<file path="src/rtl/tps_pkg.sv">
// Package with register map, field positions, encodings and timing for the power-state sequencer.
package tps_pkg;

  // ----------------------------------------------------------------
  // Register byte offsets
  // ----------------------------------------------------------------
  localparam logic [7:0] OFS_CTRL = 8'h00;
  localparam logic [7:0] OFS_STATUS = 8'h04;
  localparam logic [7:0] OFS_CHAN_EN = 8'h08;
  localparam logic [7:0] OFS_CAL_EN = 8'h0C;
  localparam logic [7:0] OFS_SAVED = 8'h10;
  localparam logic [7:0] OFS_GATE_MODE = 8'h14;
  localparam logic [7:0] OFS_GATE_FORCE = 8'h18;
  localparam logic [7:0] OFS_ZERO_LEN = 8'h1C;
  localparam logic [7:0] OFS_GATE_GPIO = 8'h20;
  localparam logic [7:0] OFS_GPIO_OWNED = 8'h24;
  localparam logic [7:0] OFS_GATE_STAT = 8'h28;

  // ----------------------------------------------------------------
  // Control register bit positions
  // ----------------------------------------------------------------
  localparam int CTL_ENTER = 0;
  localparam int CTL_RECOVER = 1;
  localparam int CTL_EXIT = 2;
  localparam int CTL_BOOT = 3;
  localparam int CTL_CLR_ERR = 4;
  localparam int CTL_PIN_MODE = 8;

  // ----------------------------------------------------------------
  // Status and saved-record field positions
  // ----------------------------------------------------------------
  localparam int STS_MCS_VALID = 4;
  localparam int STS_EXIT_LSB = 8;
  localparam int STS_GPIO_ERR = 12;
  localparam int STS_CHAN_READY = 16;
  localparam int SAVED_CAL_LSB = 16;

  // ----------------------------------------------------------------
  // Idle-gating modes and exit progress codes
  // ----------------------------------------------------------------
  localparam logic [1:0] GM_OFF = 2'h0;
  localparam logic [1:0] GM_AUTO = 2'h1;
  localparam logic [1:0] GM_FORCE = 2'h2;
  localparam logic [1:0] GM_PIN = 2'h3;
  localparam logic [1:0] EXIT_IDLE = 2'h0;
  localparam logic [1:0] EXIT_BUSY = 2'h1;
  localparam logic [1:0] EXIT_DONE = 2'h2;

  // ----------------------------------------------------------------
  // Reset values and timing
  // ----------------------------------------------------------------
  localparam logic [15:0] ZERO_LEN_RST = 16'h0040;
  localparam int CLK_PERIOD_NS = 8;
  localparam int CHAN_WAKE_NS = 2000;
  localparam logic [8:0] CHAN_WAKE_CYC = 9'(CHAN_WAKE_NS / CLK_PERIOD_NS);

  typedef enum logic [2:0] {
    ST_OFF,
    ST_ACTIVE,
    ST_ENTERING,
    ST_STANDBY,
    ST_RECOVERED,
    ST_EXITING
  } tps_state_t;

endpackage

</file>
<file path="src/rtl/tps_sequencer.sv">
// Power-state sequencer: channel standby, chip standby entry and exit, reset power down, Tx idle gating.
`timescale 1ns/1ns
// Notes on behaviour
// Channel standby powers down; ready within 2us.
// Host disables all channels for channel standby.
// Chip standby powers off links and PLLs.
// Controller low power, clocked from reference clock.
// Standby drops sync; resync needed before exit.
// Entry forces serial mode, records active channels.
// Host restores pin-driven mode itself after exit.
// Entry records active tracking calibrations.
// Entry waits for calibration iteration to finish.
// Host order: recover, sync, cals, links, exit.
// Exit restores channels, cals; fast attack first.
// Exit progress status is readable.
// Host sends no samples before exit done.
// Reset low powers down and clears everything; the zero-run length reloads ZERO_LEN_RST (0x0040) instead of clearing.
// Host reprograms device fully after reset.
// Auto mode gates after programmed zero run.
// Force bit per channel gates on/off.
// Per-channel trigger pin; owned pins rejected.
// Gating status and config readable per channel.
// Pin mode gates while trigger pin high.
// Gating stops clocks, attenuates, pauses tracking.
// Reset overrides every standby and gating state.
module tps_sequencer #(
  parameter int NTX = 4,
  parameter int NRX = 4,
  parameter int NORX = 2,
  parameter int NCAL = 8,
  parameter int NGPIO = 16,
  parameter int GW = 4,
  parameter int ZW = 16
) (
  input wire logic pclk,
  input wire logic presetn,
  input wire logic [7:0] paddr,
  input wire logic psel,
  input wire logic penable,
  input wire logic pwrite,
  input wire logic [31:0] pwdata,
  output logic [31:0] prdata,
  output logic pready,
  output logic pslverr,
  input wire logic cal_iter_busy,
  input wire logic mcs_done,
  input wire logic fa_done,
  input wire logic [NTX-1:0] tx_zero,
  input wire logic [NGPIO-1:0] gpio_pin,
  output logic [NTX+NRX+NORX-1:0] ch_pwr_en,
  output logic conv_standby,
  output logic dig_clk_en,
  output logic chan_ready,
  output logic link_pwr_en,
  output logic pll_pwr_en,
  output logic ctrl_low_power,
  output logic ctrl_clk_on_ref,
  output logic radio_ctrl_pin_mode,
  output logic [NCAL-1:0] track_cal_en,
  output logic lb_fast_attack,
  output logic [NTX-1:0] tx_gate,
  output logic [NTX-1:0] tx_atten_ramp_down,
  output logic [NTX-1:0] tx_track_pause
);
  import tps_pkg::*;

  localparam int NCH = NTX + NRX + NORX;

  // ----------------------------------------------------------------
  // State
  // ----------------------------------------------------------------
  typedef struct packed {
    tps_state_t st;
    logic pin_mode;
    logic mcs_valid;
    logic gpio_err;
    logic [1:0] exit_st;
    logic [NCH-1:0] ch_en;
    logic [NCH-1:0] saved_ch;
    logic [NCAL-1:0] cal_en;
    logic [NCAL-1:0] saved_cal;
    logic [2*NTX-1:0] gmode;
    logic [NTX-1:0] gforce;
    logic [NTX-1:0] gate;
    logic [ZW-1:0] zlen;
    logic [GW*NTX-1:0] gsel;
    logic [NGPIO-1:0] owned;
    logic [NGPIO-1:0] gp1;
    logic [NGPIO-1:0] gp2;
    logic [NTX-1:0][ZW-1:0] zcnt;
    logic [8:0] wake;
    logic [31:0] rdata;
  } tps_regs_t;

  tps_regs_t r_ff;
  tps_regs_t nxt_r;

  logic wr;
  logic rd_setup;
  logic mapped;
  logic run;
  logic sel_bad;
  logic [1:0] mode_i;
  logic [GW-1:0] sel_i;
  logic [GW-1:0] sel_j;

  // ----------------------------------------------------------------
  // Bus decode
  // ----------------------------------------------------------------
  assign wr = psel & penable & pwrite;
  assign rd_setup = psel & ~penable;
  assign mapped = (paddr <= OFS_GATE_STAT) && (paddr[1:0] == 2'h0);
  assign pready = 1'b1;
  // A refused trigger-pin assignment answers with an error as well.
  assign pslverr = psel & penable & (~mapped | (pwrite & (paddr == OFS_GATE_GPIO) & sel_bad));
  assign prdata = r_ff.rdata;

  // ----------------------------------------------------------------
  // Power outputs
  // ----------------------------------------------------------------
  assign run = (r_ff.st == ST_ACTIVE) || (r_ff.st == ST_EXITING);
  assign ch_pwr_en = r_ff.ch_en & {NCH{run}};
  assign conv_standby = ~|ch_pwr_en;
  assign dig_clk_en = |ch_pwr_en;
  assign chan_ready = (r_ff.wake == CHAN_WAKE_CYC);
  // Links and PLLs stay up while entry waits, so the running iteration can finish.
  assign link_pwr_en = run || (r_ff.st == ST_ENTERING) || (r_ff.st == ST_RECOVERED);
  assign pll_pwr_en = link_pwr_en;
  assign ctrl_low_power = (r_ff.st == ST_STANDBY);
  assign ctrl_clk_on_ref = (r_ff.st == ST_STANDBY);
  assign radio_ctrl_pin_mode = r_ff.pin_mode;
  assign track_cal_en = r_ff.cal_en & {NCAL{run}};
  assign lb_fast_attack = (r_ff.st == ST_EXITING);
  assign tx_gate = r_ff.gate;
  assign tx_atten_ramp_down = r_ff.gate;
  assign tx_track_pause = r_ff.gate;

  // ----------------------------------------------------------------
  // Next-state logic
  // ----------------------------------------------------------------
  always_comb begin
    nxt_r = r_ff;
    mode_i = GM_OFF;
    sel_i = '0;
    sel_j = '0;
    sel_bad = 1'b0;
    nxt_r.gp1 = gpio_pin;
    nxt_r.gp2 = r_ff.gp1;

    // Trigger pins must be free of other owners and distinct among pin-mode channels.
    for (int i = 0; i < NTX; i++) begin
      sel_i = pwdata[GW*i +: GW];
      if (r_ff.gmode[2*i +: 2] == GM_PIN) begin
        if (r_ff.owned[sel_i]) begin
          sel_bad = 1'b1;
        end
        for (int j = 0; j < i; j++) begin
          sel_j = pwdata[GW*j +: GW];
          if ((r_ff.gmode[2*j +: 2] == GM_PIN) && (sel_j == sel_i)) begin
            sel_bad = 1'b1;
          end
        end
      end
    end

    // Register writes take effect at the access edge.
    if (wr) begin
      case (paddr)
        OFS_CTRL: begin
          nxt_r.pin_mode = pwdata[CTL_PIN_MODE];
          if (pwdata[CTL_CLR_ERR]) begin
            nxt_r.gpio_err = 1'b0;
          end
        end
        OFS_CHAN_EN: begin
          nxt_r.ch_en = pwdata[NCH-1:0];
        end
        OFS_CAL_EN: begin
          nxt_r.cal_en = pwdata[NCAL-1:0];
        end
        OFS_GATE_MODE: begin
          nxt_r.gmode = pwdata[2*NTX-1:0];
        end
        OFS_GATE_FORCE: begin
          nxt_r.gforce = pwdata[NTX-1:0];
        end
        OFS_ZERO_LEN: begin
          nxt_r.zlen = pwdata[ZW-1:0];
        end
        OFS_GATE_GPIO: begin
          if (sel_bad) begin
            nxt_r.gpio_err = 1'b1;
          end else begin
            nxt_r.gsel = pwdata[GW*NTX-1:0];
          end
        end
        OFS_GPIO_OWNED: begin
          nxt_r.owned = pwdata[NGPIO-1:0];
        end
        default: begin
        end
      endcase
    end

    // Sync completion is remembered until the next standby entry.
    if (mcs_done) begin
      nxt_r.mcs_valid = 1'b1;
    end

    // ----------------------------------------------------------------
    // Chip standby sequence
    // ----------------------------------------------------------------
    case (r_ff.st)
      ST_OFF: begin
        if (wr && (paddr == OFS_CTRL) && pwdata[CTL_BOOT]) begin
          nxt_r.st = ST_ACTIVE;
        end
      end
      ST_ACTIVE: begin
        if (wr && (paddr == OFS_CTRL) && pwdata[CTL_ENTER]) begin
          nxt_r.st = ST_ENTERING;
          nxt_r.pin_mode = 1'b0;
          nxt_r.saved_ch = r_ff.ch_en;
          nxt_r.saved_cal = r_ff.cal_en;
          nxt_r.exit_st = EXIT_IDLE;
        end
      end
      ST_ENTERING: begin
        // No new iteration starts here; entry length follows the one in flight.
        if (!cal_iter_busy) begin
          nxt_r.st = ST_STANDBY;
          nxt_r.ch_en = '0;
          nxt_r.cal_en = '0;
          nxt_r.mcs_valid = 1'b0;
        end
      end
      ST_STANDBY: begin
        nxt_r.mcs_valid = 1'b0;
        if (wr && (paddr == OFS_CTRL) && pwdata[CTL_RECOVER]) begin
          nxt_r.st = ST_RECOVERED;
        end
      end
      ST_RECOVERED: begin
        // Exit without a fresh sync would leave the converters misaligned, so it is ignored.
        if (wr && (paddr == OFS_CTRL) && pwdata[CTL_EXIT] && r_ff.mcs_valid) begin
          nxt_r.st = ST_EXITING;
          nxt_r.ch_en = r_ff.saved_ch;
          nxt_r.cal_en = r_ff.saved_cal;
          nxt_r.exit_st = EXIT_BUSY;
        end
      end
      ST_EXITING: begin
        if (fa_done) begin
          nxt_r.st = ST_ACTIVE;
          nxt_r.exit_st = EXIT_DONE;
        end
      end
      default: begin
        nxt_r.st = ST_OFF;
      end
    endcase

    // ----------------------------------------------------------------
    // Channel wake timer
    // ----------------------------------------------------------------
    if (!(|ch_pwr_en)) begin
      nxt_r.wake = '0;
    end else if (r_ff.wake != CHAN_WAKE_CYC) begin
      nxt_r.wake = r_ff.wake + 9'h001;
    end

    // ----------------------------------------------------------------
    // Tx idle gating
    // ----------------------------------------------------------------
    for (int i = 0; i < NTX; i++) begin
      mode_i = r_ff.gmode[2*i +: 2];
      sel_i = r_ff.gsel[GW*i +: GW];
      if (!tx_zero[i]) begin
        nxt_r.zcnt[i] = '0;
      end else if (r_ff.zcnt[i] < r_ff.zlen) begin
        nxt_r.zcnt[i] = r_ff.zcnt[i] + 1'b1;
      end
      case (mode_i)
        GM_AUTO: begin
          nxt_r.gate[i] = tx_zero[i] && (r_ff.zlen != '0) &&
                          (({1'b0, r_ff.zcnt[i]} + 1'b1) >= {1'b0, r_ff.zlen});
        end
        GM_FORCE: begin
          nxt_r.gate[i] = r_ff.gforce[i];
        end
        GM_PIN: begin
          nxt_r.gate[i] = r_ff.gp2[sel_i];
        end
        default: begin
          nxt_r.gate[i] = 1'b0;
        end
      endcase
    end

    // ----------------------------------------------------------------
    // Read data, captured in the setup cycle
    // ----------------------------------------------------------------
    if (rd_setup) begin
      case (paddr)
        OFS_CTRL: begin
          nxt_r.rdata = 32'(r_ff.pin_mode) << CTL_PIN_MODE;
        end
        OFS_STATUS: begin
          nxt_r.rdata = 32'(r_ff.st) | (32'(r_ff.mcs_valid) << STS_MCS_VALID) |
                        (32'(r_ff.exit_st) << STS_EXIT_LSB) | (32'(r_ff.gpio_err) << STS_GPIO_ERR) |
                        (32'(chan_ready) << STS_CHAN_READY);
        end
        OFS_CHAN_EN: begin
          nxt_r.rdata = 32'(r_ff.ch_en);
        end
        OFS_CAL_EN: begin
          nxt_r.rdata = 32'(r_ff.cal_en);
        end
        OFS_SAVED: begin
          nxt_r.rdata = 32'(r_ff.saved_ch) | (32'(r_ff.saved_cal) << SAVED_CAL_LSB);
        end
        OFS_GATE_MODE: begin
          nxt_r.rdata = 32'(r_ff.gmode);
        end
        OFS_GATE_FORCE: begin
          nxt_r.rdata = 32'(r_ff.gforce);
        end
        OFS_ZERO_LEN: begin
          nxt_r.rdata = 32'(r_ff.zlen);
        end
        OFS_GATE_GPIO: begin
          nxt_r.rdata = 32'(r_ff.gsel);
        end
        OFS_GPIO_OWNED: begin
          nxt_r.rdata = 32'(r_ff.owned);
        end
        OFS_GATE_STAT: begin
          nxt_r.rdata = 32'(r_ff.gate);
        end
        default: begin
          nxt_r.rdata = 32'h0000_0000;
        end
      endcase
    end
  end

  // ----------------------------------------------------------------
  // Registers
  // ----------------------------------------------------------------
  // Reset low is the full power-down: every enable, record and setting is lost.
  always_ff @(posedge pclk or negedge presetn) begin
    if (!presetn) begin
      r_ff <= '0;
      r_ff.zlen <= ZERO_LEN_RST;
    end else begin
      r_ff <= nxt_r;
    end
  end

endmodule

</file>
<file path="config.mk">
export PLATFORM = sky130hd
export DESIGN_NAME = tps_sequencer
export DESIGN_NICKNAME = d
export VERILOG_FILES = /design/src/rtl/tps_pkg.sv /design/src/rtl/tps_sequencer.sv
export SDC_FILE = /design/constraint.sdc
export NUM_CORES = 1
export LEC_CHECK = 0
export ABC_AREA = 1
export BUFFER_PORTS_ARGS = -buffer_cell sky130_fd_sc_hd__buf_2
export CORE_ASPECT_RATIO = 1.75
export CORE_MARGIN = 5
export CORE_UTILIZATION = 45
export CTS_CLUSTER_SIZE = 25
export DETAILED_ROUTE_END_ITERATION = 7
export PLACE_DENSITY = 0.71
export SLEW_MARGIN = 5
export SYNTH_ARGS = -nofsm -noshare
export SYNTH_HDL_FRONTEND = slang
export SYNTH_SLANG_ARGS = --single-unit
</file>
<file path="constraint.sdc">
create_clock -name pclk -period 7.8 [get_ports pclk]
set_clock_uncertainty 0.1 [all_clocks]
set_input_delay 1.17 -clock pclk [delete_from_list [all_inputs] [get_ports pclk]]
set_output_delay 1.17 -clock pclk [all_outputs]
set_load 0.05 [all_outputs]
</file>
==> results of run 1 <==
worst max-delay path by stage:
stage | endpoint | slack [ns]
detailed placement | pslverr | 3.50
global placement | pslverr | 3.46
floorplan | pslverr | 3.72
CTS | pslverr | 3.48
global route | pslverr | 3.30
finish | pslverr | 3.40
stage by stage:
| step | instances | area (um^2) | setup WS, ns |
|---|---|---|---|
| finish | 2683 | 17800 | 3.40 |
| global route | 2682 | 17800 | 3.30 |
| CTS | 2682 | 17800 | 3.48 |
| detailed placement | 2638 | 17000 | 3.50 |
| global placement | 2638 | 17000 | 3.46 |
| floorplan | 2165 | 16500 | 3.72 |
synth_stat cells, types with 5 or more instances:
cell type | instances | area, um^2
o22ai_1 | 40 | 250
clkbuf_1 | 27 | 101
buf_6 | 14 | 158
buf_2 | 18 | 90.1
nand2_2 | 23 | 144
nor2_1 | 127 | 477
inv_2 | 27 | 101
nor2_2 | 9 | 56.3
inv_1 | 242 | 908
nand3_1 | 177 | 886
dfrtp_1 | 236 | 5910
ha_1 | 134 | 1680
nand4_1 | 39 | 244
o21ai_2 | 23 | 201
nor4_1 | 8 | 50.1
o21ai_1 | 36 | 180
nand3_2 | 7 | 70.1
buf_4 | 53 | 398
o21bai_1 | 5 | 37.5
nand2_1 | 424 | 1590
o31ai_1 | 6 | 45.0
xnor2_1 | 9 | 78.8
o21ai_0 | 189 | 946
a21oi_1 | 140 | 701
nor3_2 | 5 | 50.1
xor2_1 | 48 | 420
o211ai_1 | 13 | 97.6
nor3_1 | 27 | 135
final cells by class:
cell class                 instances  share of cell area (%)
multi-input combinational       1539                    49.2
clock buffer                      30                    3.84
sequential                       237                    33.3
antenna                            1                  0.0140
inverter                         273                    5.80
clock inverter                    14                    1.04
tap                              470                    3.30
timing repair buffer             119                    3.52
kinds of logic after synthesis:
kind of cell,after synthesis,share of synthesized area [%]
compound gates,472,15.9
flops,237,36.0
simple gates,867,23.9
xor+xnor,57,3.03
buf+inv,389,11.0
other cells,2,0.0455
fa+ha+maj,134,10.2
layout by cell type, fill, tap and decap left out, drive strengths merged, types with 3 or more instances in the layout:
cell	n
o22ai	42
clkinvlp	3
buf	119
conb	9
a211oi	3
nand3	184
nand3b	4
o211ai	13
bufinv	4
xnor2	9
nand4	39
nor4	12
dfrtp	236
o21bai	5
clkinv	9
nand2	449
nor2	140
inv	271
a21oi	142
nor3	35
o21ai	248
xor2	48
o221ai	3
ha	134
clkbuf	30
o31ai	6
state kept, by name, indices dropped and copies added, names as in the netlist:
| name | count |
|---|---|
| radio_ctrl_pin_mode | 1 |
| prdata | 24 |
| nxt_r | 16 |
| tx_atten_ramp_down | 4 |
| r_ff | 190 |
| mode_i | 2 |
layer usage:
layer	track usage, %	vias up	share of wire, %
met5	0	-	0
met4	17.9	0	8.4
met3	2.81	235	5.6
met2	42.8	608	50
met1	27.6	7255	36
li1	-	7261	-
critical path: stages:
cell and delay (ns):
buf_2 0.32, inv_1 0.40, nand2_1 0.15, nand3_1 0.08, nor2_1 0.09, nand2_1 0.07
nand2_1 0.07, inv_1 0.04, nand3_1 0.06, nand2_1 0.06, nand2_2 0.08, o21ai_0 0.09
a21oi_1 0.17, buf_2 0.30
report_power, final:
group / switching (W) / internal [W]
Combinational: 0.000469 / 0.000169
Sequential: 0.0000458 / 0.00127
Clock: 0.000523 / 0.000757
==> run metrics, run 1 <==
GP Congestion=between 0.9 and 1; Die ar.=between 40000 and 50000 um^2; Area Growth Syn to Fin=8.13%; Hold Buf Count CTS=0; First DRT Iteration DRCs=between 1k and 1.5k; worst reg2reg startpoint=r_ff[89]; total power=between 0.003 and 0.004 W; clk sink count=237; Clock Latency Late Sink=roughly 0.54 ns; final WL=roughly 50 mm; routed vias/inst=~5.7; multi-input logic area=between 8000 and 9000 um^2; Crit Reg-Reg Endpoint=tx_atten_ramp_down[3]; Hold Fails Final Rpt=0; Slew Limit Fails=0; reg2reg setup slack=about 4.6 ns; status=finished clean; number of synthesized flops with an enable pin=0; Yosys reg bits=between 200 and 250; root buffer cell=clkbuf_16; Port Buffers=115; top achievable clock speed=~230 MHz; startpoint types=primary input; Slew @ Worst Pin=~1.0 ns; Final Util=between 40% and 50%; RSZ-0062 raised after global routing=false; chip width=155 um; async set-reset flop share out of synthesis=100%; gr ovfl total=0; Chip Height=263 um; drt first pass iters=6; YS warnings=0; CP required=approximately 6.5 ns; Worst setup startpoint=pwdata[1]; Final Cycle Share=a little under three fifths; I/O Pins=141; total core area=36100 um^2; Netlist cell types=59; syn avg cell area=about 7.6 um^2; GRT Resource Usage Total=roughly a quarter; relative max-transition margin=30.1%; Vias=between 15k and 20k; WHS Path Cells=0; post-CTS setup buffers=0; Critical Path AT=around 3.1 ns; CTS tree=yes; cell area after synthesis=~16000 um^2; # fillers=~3.6k; worst setup path category=in2out; drt wl/cell=around 19 um; layout cell share with drive strength beyond 1=around an eighth; Hold EP=r_ff[110]; Lkg Pwr=9.01 nW; Nets=2396; most common flop cell mapped by yosys=dfrtp_1; num rows=roughly 90; reg2reg path depth=16; HPWL Detailed=38.4 mm; Clock Pin Slew Worst Setup and Hold Paths=around 0.07 ns; Post-DRT Antenna Nets=0; vias in the first global route=about 15k; Seq. cell area=about 5900 um^2; H-tree Lvls=1; CTS resizes=0; hold path start=nxt_r[110]; CP Capture Type=output port; Syn Inst Count=between 2k and 2.5k; Max-Cap Viols=0; Hold WC Path Type=reg2reg; CP max FO=12; Initial Util=45.6%; largest net degree at the start of global routing=approximately 150; CTS Buf Count=24; clock buffer depth=3; initial antenna violation count=0; final setup violation count=0; Hold Worst Slack=~0.24 ns; Worst VDD drop=approximately 300 uV; Setup Total Neg Slack=0 ns; Period minus WS final=between 4 and 5 ns; sequential-to-total area share from yosys stat=roughly 36%; PD cells=around 180 nW/um^2; first-pass GRT wire length=approximately 81 mm; DRC violations left=0
No activity file was read; power rests on OpenSTA's default activity.
==> inputs of run 2 (changes only) <==
--- a/config.mk
+++ b/config.mk
@@ -5,7 +5,7 @@
 export SDC_FILE = /design/constraint.sdc
 export NUM_CORES = 1
 export LEC_CHECK = 0
-export ABC_AREA = 1
+export ABC_AREA = 0
 export BUFFER_PORTS_ARGS = -buffer_cell sky130_fd_sc_hd__buf_2
 export CORE_ASPECT_RATIO = 1.75
 export CORE_MARGIN = 5
==> constraint.sdc (replaced) <==
create_clock -name pclk -period 4.2 [get_ports pclk]
set_clock_uncertainty 0.1 [all_clocks]
set_input_delay 0.63 -clock pclk [delete_from_list [all_inputs] [get_ports pclk]]
set_output_delay 0.63 -clock pclk [all_outputs]
set_load 0.05 [all_outputs]
==> run metrics, run 2 <==
status=finished clean; post-synth top area share=37.3% (+1.5 points); Post-DRT Antenna Nets=0 (unchanged); First DRT Iteration DRCs=870 (-27%); initial antenna violation count=1 (+1); clock buffer depth=3 (unchanged); most common flop cell mapped by yosys=dfrtp_1; worst setup path category=reg2reg; largest net degree at the start of global routing=119 (-23%); CP required=4.55 ns (-1.98 ns); Area Growth Syn to Fin=11.0%; Synth area leader=dfrtp_1; M1 wire length=16.4 mm (-12%); layout cell share with drive strength beyond 1=19.0% (+6.4 points); top achievable clock speed=roughly 270 MHz; Commonest cells post-synth=236 x dfrtp_1, 134 x ha_1, 117 x nand2_1, 98 x nor2_1, 71 x o21ai_0; Initial Util=45.1% (-0.48 points); Nets=1819 (-24%); RSZ-0062 raised after global routing=false; GRT Resource Usage Total=23.9% (-0.79 points); CP max stage cell=or4_1; Hold Fails Final Rpt=0 (unchanged); Crit Reg-Reg Endpoint=r_ff[50]; root buffer cell=clkbuf_16; number of synthesized flops with an enable pin=0 (unchanged); CTS tree=yes; Period minus WS final=around 3.7 ns; PD cells=317 nW/um^2 (+75%); Die ar.=39200 um^2 (-3.8%); async set-reset flop share out of synthesis=100% (unchanged); YS warnings=0 (unchanged); worst reg2reg startpoint=r_ff[178]; gr ovfl total=0 (unchanged); Netlist cell types=67 (+14%); critical path depth in cells=9 (-5); most frequent cells in the layout=236 x dfrtp_1, 134 x ha_1, 117 x nand2_1, 114 x buf_2, 98 x nor2_1; CTS resizes=0 (unchanged); Worst Setup EP=r_ff[50]; CP Capture Type=register; Lkg Pwr=8.30 nW (-7.9%); routed length on met3=2.22 mm (-22%); I/O Pins=141 (unchanged); Port Buffers=115 (unchanged); startpoint types=register; worst path buffer plus inverter count=1 (-3); Top reg by flops=r_ff; Worst setup startpoint=r_ff[178]; Setup Total Neg Slack=0 ns (unchanged); top-count cell post-synth=dfrtp_1; DR top layer=met4; DRC violations left=0 (unchanged); Syn Inst Count=1551 (-28%); Clock Pin Slew Worst Setup and Hold Paths=0.07 ns (about the same); first-pass GRT wire length=73.6 mm (-8.8%); drt first pass iters=6 (unchanged); WL met2=24.5 mm (-3.4%); clk sink count=237 (unchanged); chip width=152 um (-1.9%); drt wl/cell=21.9 um (+15%); HPWL Detailed=34.9 mm (-9.0%); max reg flops=190 (unchanged); H-tree Lvls=1 (unchanged); Synth area leaders=dfrtp_1 37%, ha_1 11%, mux2_2 5.0%, mux4_2 5.0%, xnor2_1 3.3%; num rows=91 (-1.1%); Clock Latency Late Sink=0.53 ns (about the same); GP Congestion=0.929 (-1.4%); reg2reg setup slack=0.51 ns (-4.12 ns); reg2reg path depth=9 (-7); CTS Buf Count=25 (+4.2%); Vias=12.7k (-17%); CP peak stage delay=0.52 ns (+0.12 ns); CP max FO=15 (+3); delay-heaviest family, CP=compound AO/OA/AOI/OAI gates; syn avg cell area=10.2 um^2 (+34%); relative max-transition margin=25.8% (-4.3 points); Critical Path AT=4.04 ns (+0.91 ns); sequential-to-total area share from yosys stat=37.5% (+1.5 points); cell area after synthesis=15800 um^2 (-4.0%); Hold WC Path Type=in2async; Yosys reg bits=237 (unchanged); Chip Height=258 um (-1.9%); Max-Cap Viols=0 (unchanged); Final Util=50.1% (+0.80 points); Slew @ Worst Pin=1.11 ns (+0.0663 ns); post-CTS setup buffers=0 (unchanged); cell mode on critical path=a21o_1; Hold Worst Slack=0.0751 ns (-0.169 ns); Hold Buf Count CTS=0 (unchanged); final setup margin=0.506 ns (-2.90 ns); total core area=35100 um^2 (-3.0%); Worst VDD drop=293 uV (-2.6%); vias in the first global route=13.1k (-15%); final setup violation count=0 (unchanged); most common cell after layout, fill and taps aside=dfrtp_1; final WL=46.1 mm (-9.8%); Final Cycle Share=~90%; Slew Limit Fails=0 (unchanged); worst slack, placed=0.582 ns (-2.92 ns); # fillers=3284 (-7.5%); CP Cell Sequence=inv_1, ha_1, a21o_1, a21o_1, a2111oi_0, o31a_1, nand2_1, or4_1, a21oi_1; routed vias/inst=6.06 (+5.8%)
-- run 2: worst register-to-register path, stage by stage (launching register included) --
cell and delay [ns]:
dfrtp_1 0.45, inv_1 0.43, ha_1 0.35, a21o_1 0.16
a21o_1 0.16, a2111oi_0 0.45, o31a_1 0.39, nand2_1 0.43
or4_1 0.53, a21oi_1 0.17
-- run 2: logic make-up (layout without fill, tap and decap cells) --
| family | count (synthesis) | in the layout | synth area share (%) |
|---|---|---|---|
| AOI/OAI and AO/OA | 291 | 291 | 12.5 |
| xor gates and xnor gates | 101 | 101 | 5.59 |
| adders and majority gates | 134 | 134 | 10.6 |
| muxes | 161 | 161 | 13.6 |
| and+or+nand+nor | 470 | 470 | 15.4 |
| DFF | 237 | 237 | 37.5 |
| buffers and inverters | 155 | 232 | 4.88 |
| other | 2 | 10 | 0.0474 |
-- run 2: how the worst min path moves through the flow --
| stage | start | to | slack (ns) | cells past startpoint |
|---|---|---|---|---|
| 2_1_floorplan | presetn | mode_i[0] | 0.23 | 0 |
| 3_3_place_gp | nxt_r[117] | r_ff[117] | 0.23 | 0 |
| 3_5_place_dp | nxt_r[115] | r_ff[115] | 0.23 | 0 |
| 4_1_cts | gpio_pin[0] | nxt_r[105] | 0.08 | 1 |
| 5_1_grt | gpio_pin[2] | nxt_r[107] | 0.09 | 1 |
| 6_report | presetn | nxt_r[107] | 0.08 | 1 |
-- run 2: area by class of cell --
cell class                 instances  area (um^2)  share of cell area (%)
sequential                       237         5930                    33.7
tap                              465          582                    3.31
timing repair buffer             149          853                    4.85
clock buffer                      28          657                    3.74
clock inverter                    17          245                    1.39
antenna                            1         2.50                  0.0142
inverter                          38          143                   0.811
multi-input combinational       1166         9170                    52.1
-- run 2: through the flow --
step           total power [W]  area (um^2)  instances
2_1_floorplan          0.00294        15900       1558
3_3_place_gp           0.00316        16700       2055
3_5_place_dp           0.00318        16700       2055
4_1_cts                0.00563        17600       2100
5_1_grt                0.00579        17600       2101
6_report               0.00558        17600       2101
-- run 2: power by group --
part           switching (W)  internal [W]  leakage [nW]
registers          0.0000701       0.00234          3.20
clock network       0.000983       0.00145         0.439
logic               0.000480      0.000254          4.66
-- run 2: metal layers --
| layer | GRT usage [%] | vias to the layer above |
|---|---|---|
| li1 | - | 5779 |
| met1 | 27.2 | 6326 |
| met2 | 42.9 | 469 |
| met3 | 2.41 | 148 |
| met4 | 13.2 | 0 |
| met5 | 0 | - |
==> inputs of run 3 (changes only) <==
--- a/config.mk
+++ b/config.mk
@@ -9,10 +9,10 @@
 export BUFFER_PORTS_ARGS = -buffer_cell sky130_fd_sc_hd__buf_2
 export CORE_ASPECT_RATIO = 1.75
 export CORE_MARGIN = 5
-export CORE_UTILIZATION = 45
+export CORE_UTILIZATION = 61
 export CTS_CLUSTER_SIZE = 25
 export DETAILED_ROUTE_END_ITERATION = 7
-export PLACE_DENSITY = 0.71
+export PLACE_DENSITY = 0.89
 export SLEW_MARGIN = 5
 export SYNTH_ARGS = -nofsm -noshare
 export SYNTH_HDL_FRONTEND = slang
==> run metrics, run 3 (synthesis gave the netlist of run 2 again) <==
final WL=45.5 mm (-1.1%); HPWL Detailed=33.1 mm (-5.2%); CP required=4.58 ns (+0.03 ns); Clock Pin Slew Worst Setup and Hold Paths=0.07 ns (about the same); status=finished with violations; gr ovfl total=0 (unchanged); total core area=25800 um^2 (-27%); drt wl/cell=23.4 um (+6.9%); Nets=1809 (-0.55%); Worst VDD drop=535 uV (+82%); layout cell share with drive strength beyond 1=18.4% (-0.66 points); Port Buffers=115 (unchanged); GRT Resource Usage Total=30.6% (+6.8 points); Psw=0.00153 W (-0.35%); root buffer cell=clkbuf_16; critical path depth in cells=12 (+3); first-pass GRT wire length=72.6 mm (-1.4%); Hold Buf Count CTS=0 (unchanged); switching part of the total=28.1% (+0.62 points); CP max stage cell=dfrtp_1; GP Congestion=0.989 (+6.5%); clk sink count=237 (unchanged); initial antenna violation count=2 (+1); Critical Path AT=4.11 ns (+0.07 ns); worst setup path category=reg2reg; # fillers=1981 (-40%); delay-heaviest family, CP=simple AND/OR/NAND/NOR gates; most common cell after layout, fill and taps aside=dfrtp_1; Final Cycle Share=88.8% (+0.82 points); num rows=78 (-14%); cell mode on critical path=nand3_1; Initial Util=61.4% (+16 points); Clock Latency Late Sink=0.54 ns (about the same); I/O Pins=141 (unchanged); Die ar.=29400 um^2 (-25%); chip width=132 um (-13%); reg2reg path depth=12 (+3); Power Internal=0.00391 W (-3.4%); Clk pwr share=42.2% (-1.5 points); Antenna diodes=0 (-1); Period minus WS final=3.73 ns (+0.0345 ns); Slew Limit Fails=0 (unchanged); Slew @ Worst Pin=1.13 ns (+0.0122 ns); Hold Worst Slack=0.0809 ns (+0.00581 ns); top achievable clock speed=268 MHz (-0.92%); CP peak stage delay=0.42 ns (-0.10 ns); CP Cell Sequence=ha_1, nand3_1, or2_2, nor2_1, nand3_1, or2_2, xnor2_1, ha_1, nand3_1, a2111o_1, a41oi_1, o31a_1; post-CTS setup buffers=0 (unchanged); power share of the combinational group=13.5% (+0.3 points); Chip Height=223 um (-14%); CTS Buf Count=24 (-4.0%); CP Capture Type=register; Top reg by flops=r_ff; CTS tree=yes; relative max-transition margin=24.9% (-0.81 points); Hold WC Path Type=in2async; Lkg Pwr=8.23 nW (-0.85%); clock buffer depth=3 (unchanged); First DRT Iteration DRCs=1328 (+53%); Hold Fails Final Rpt=0 (unchanged); worst path buffer plus inverter count=0 (-1); RSZ-0062 raised after global routing=false; max reg flops=190 (unchanged); routed vias/inst=6.71 (+11%); CP max FO=8 (-7); CTS resizes=0 (unchanged); Setup Total Neg Slack=0 ns (unchanged); Area Growth Syn to Fin=9.12%; vias in the first global route=13.5k (+3.3%); Vias=13.0k (+2.5%); Post-DRT Antenna Nets=0 (unchanged); most frequent cells in the layout=236 x dfrtp_1, 134 x ha_1, 117 x nand2_1, 114 x buf_2, 98 x nor2_1; H-tree Lvls=1 (unchanged); violated checks=design-rule violations; final setup violation count=0 (unchanged); drt first pass iters=8 (+2); Flop pwr share=44.3% (+1.1 points); Max-Cap Viols=0 (unchanged); DRC violations left=6 (+6); PD cells=315 nW/um^2 (-0.82%); largest net degree at the start of global routing=121 (+1.7%); startpoint types=register
==> run 3: cell types whose count changed in the layout (fill, tap and decap cells not counted) <==
cell and delta:
buf_12 +1, buf_4 -10, bufinv_16 -2, clkbuf_1 +1, clkinv_2 -2, clkinv_4 +3
diode_2 -1, inv_6 -3
==> run 3: cell type report <==
type	count	area [um^2]	share of cell area, %
Sequential cell	237	5930	34.3
Multi-Input combinational cell	1166	9170	53.1
Timing Repair Buffer	140	798	4.62
Tap cell	320	400	2.32
Clock buffer	29	661	3.82
Inverter	38	143	0.826
Clock inverter	13	175	1.01
==> run 3: final timing paths <==
kind | slack (ns) | from | to
max | 0.47 | r_ff[89] | tx_atten_ramp_down[3]
max reg2reg | 0.47 | r_ff[89] | tx_atten_ramp_down[3]
min reg2reg | 0.24 | nxt_r[109] | r_ff[109]
min | 0.08 | presetn | nxt_r[106]
max in group asynchronous | 3.03 | presetn | r_ff[175]
min in group pclk | 0.10 | gpio_pin[14] | nxt_r[119]
==> run 3: power by group through the flow <==
stage               Sequential (W)  Clock [W]  Combinational, W
finish                     0.00241    0.00229          0.000733
global route               0.00241    0.00242          0.000797
CTS                        0.00241    0.00231          0.000728
detailed placement         0.00245          0          0.000722
global placement           0.00244          0          0.000698
floorplan                  0.00242          0          0.000520
==> run 3: layer usage <==
metal | part of all wire, % | GRT usage, %
met1 | 34 | 33.2
met5 | 0.059 | 0
met4 | 8.7 | 22.6
met3 | 6.9 | 4.54
met2 | 51 | 53.8
==> run 3: through the flow <==
step | worst slack (ns) | total power, W | cells | utilization (%) | instance area [um^2]
floorplan | 0.657 | 0.00294 | 1558 | - | 15900
global placement | 0.640 | 0.00314 | 1901 | 63.8 | 16400
detailed placement | 0.514 | 0.00317 | 1901 | 63.8 | 16400
CTS | 0.493 | 0.00545 | 1943 | 67.1 | 17300
global route | 0.161 | 0.00563 | 1943 | 67.1 | 17300
finish | 0.472 | 0.00544 | 1943 | 67.1 | 17300
==> run 3: worst reg2reg max path, cell delays in order (launching register included) <==
cell	delay, ns
dfrtp_1	0.42
ha_1	0.23
nand3_1	0.18
or2_2	0.42
nor2_1	0.23
nand3_1	0.23
or2_2	0.39
xnor2_1	0.15
ha_1	0.31
nand3_1	0.10
a2111o_1	0.36
a41oi_1	0.34
o31a_1	0.19
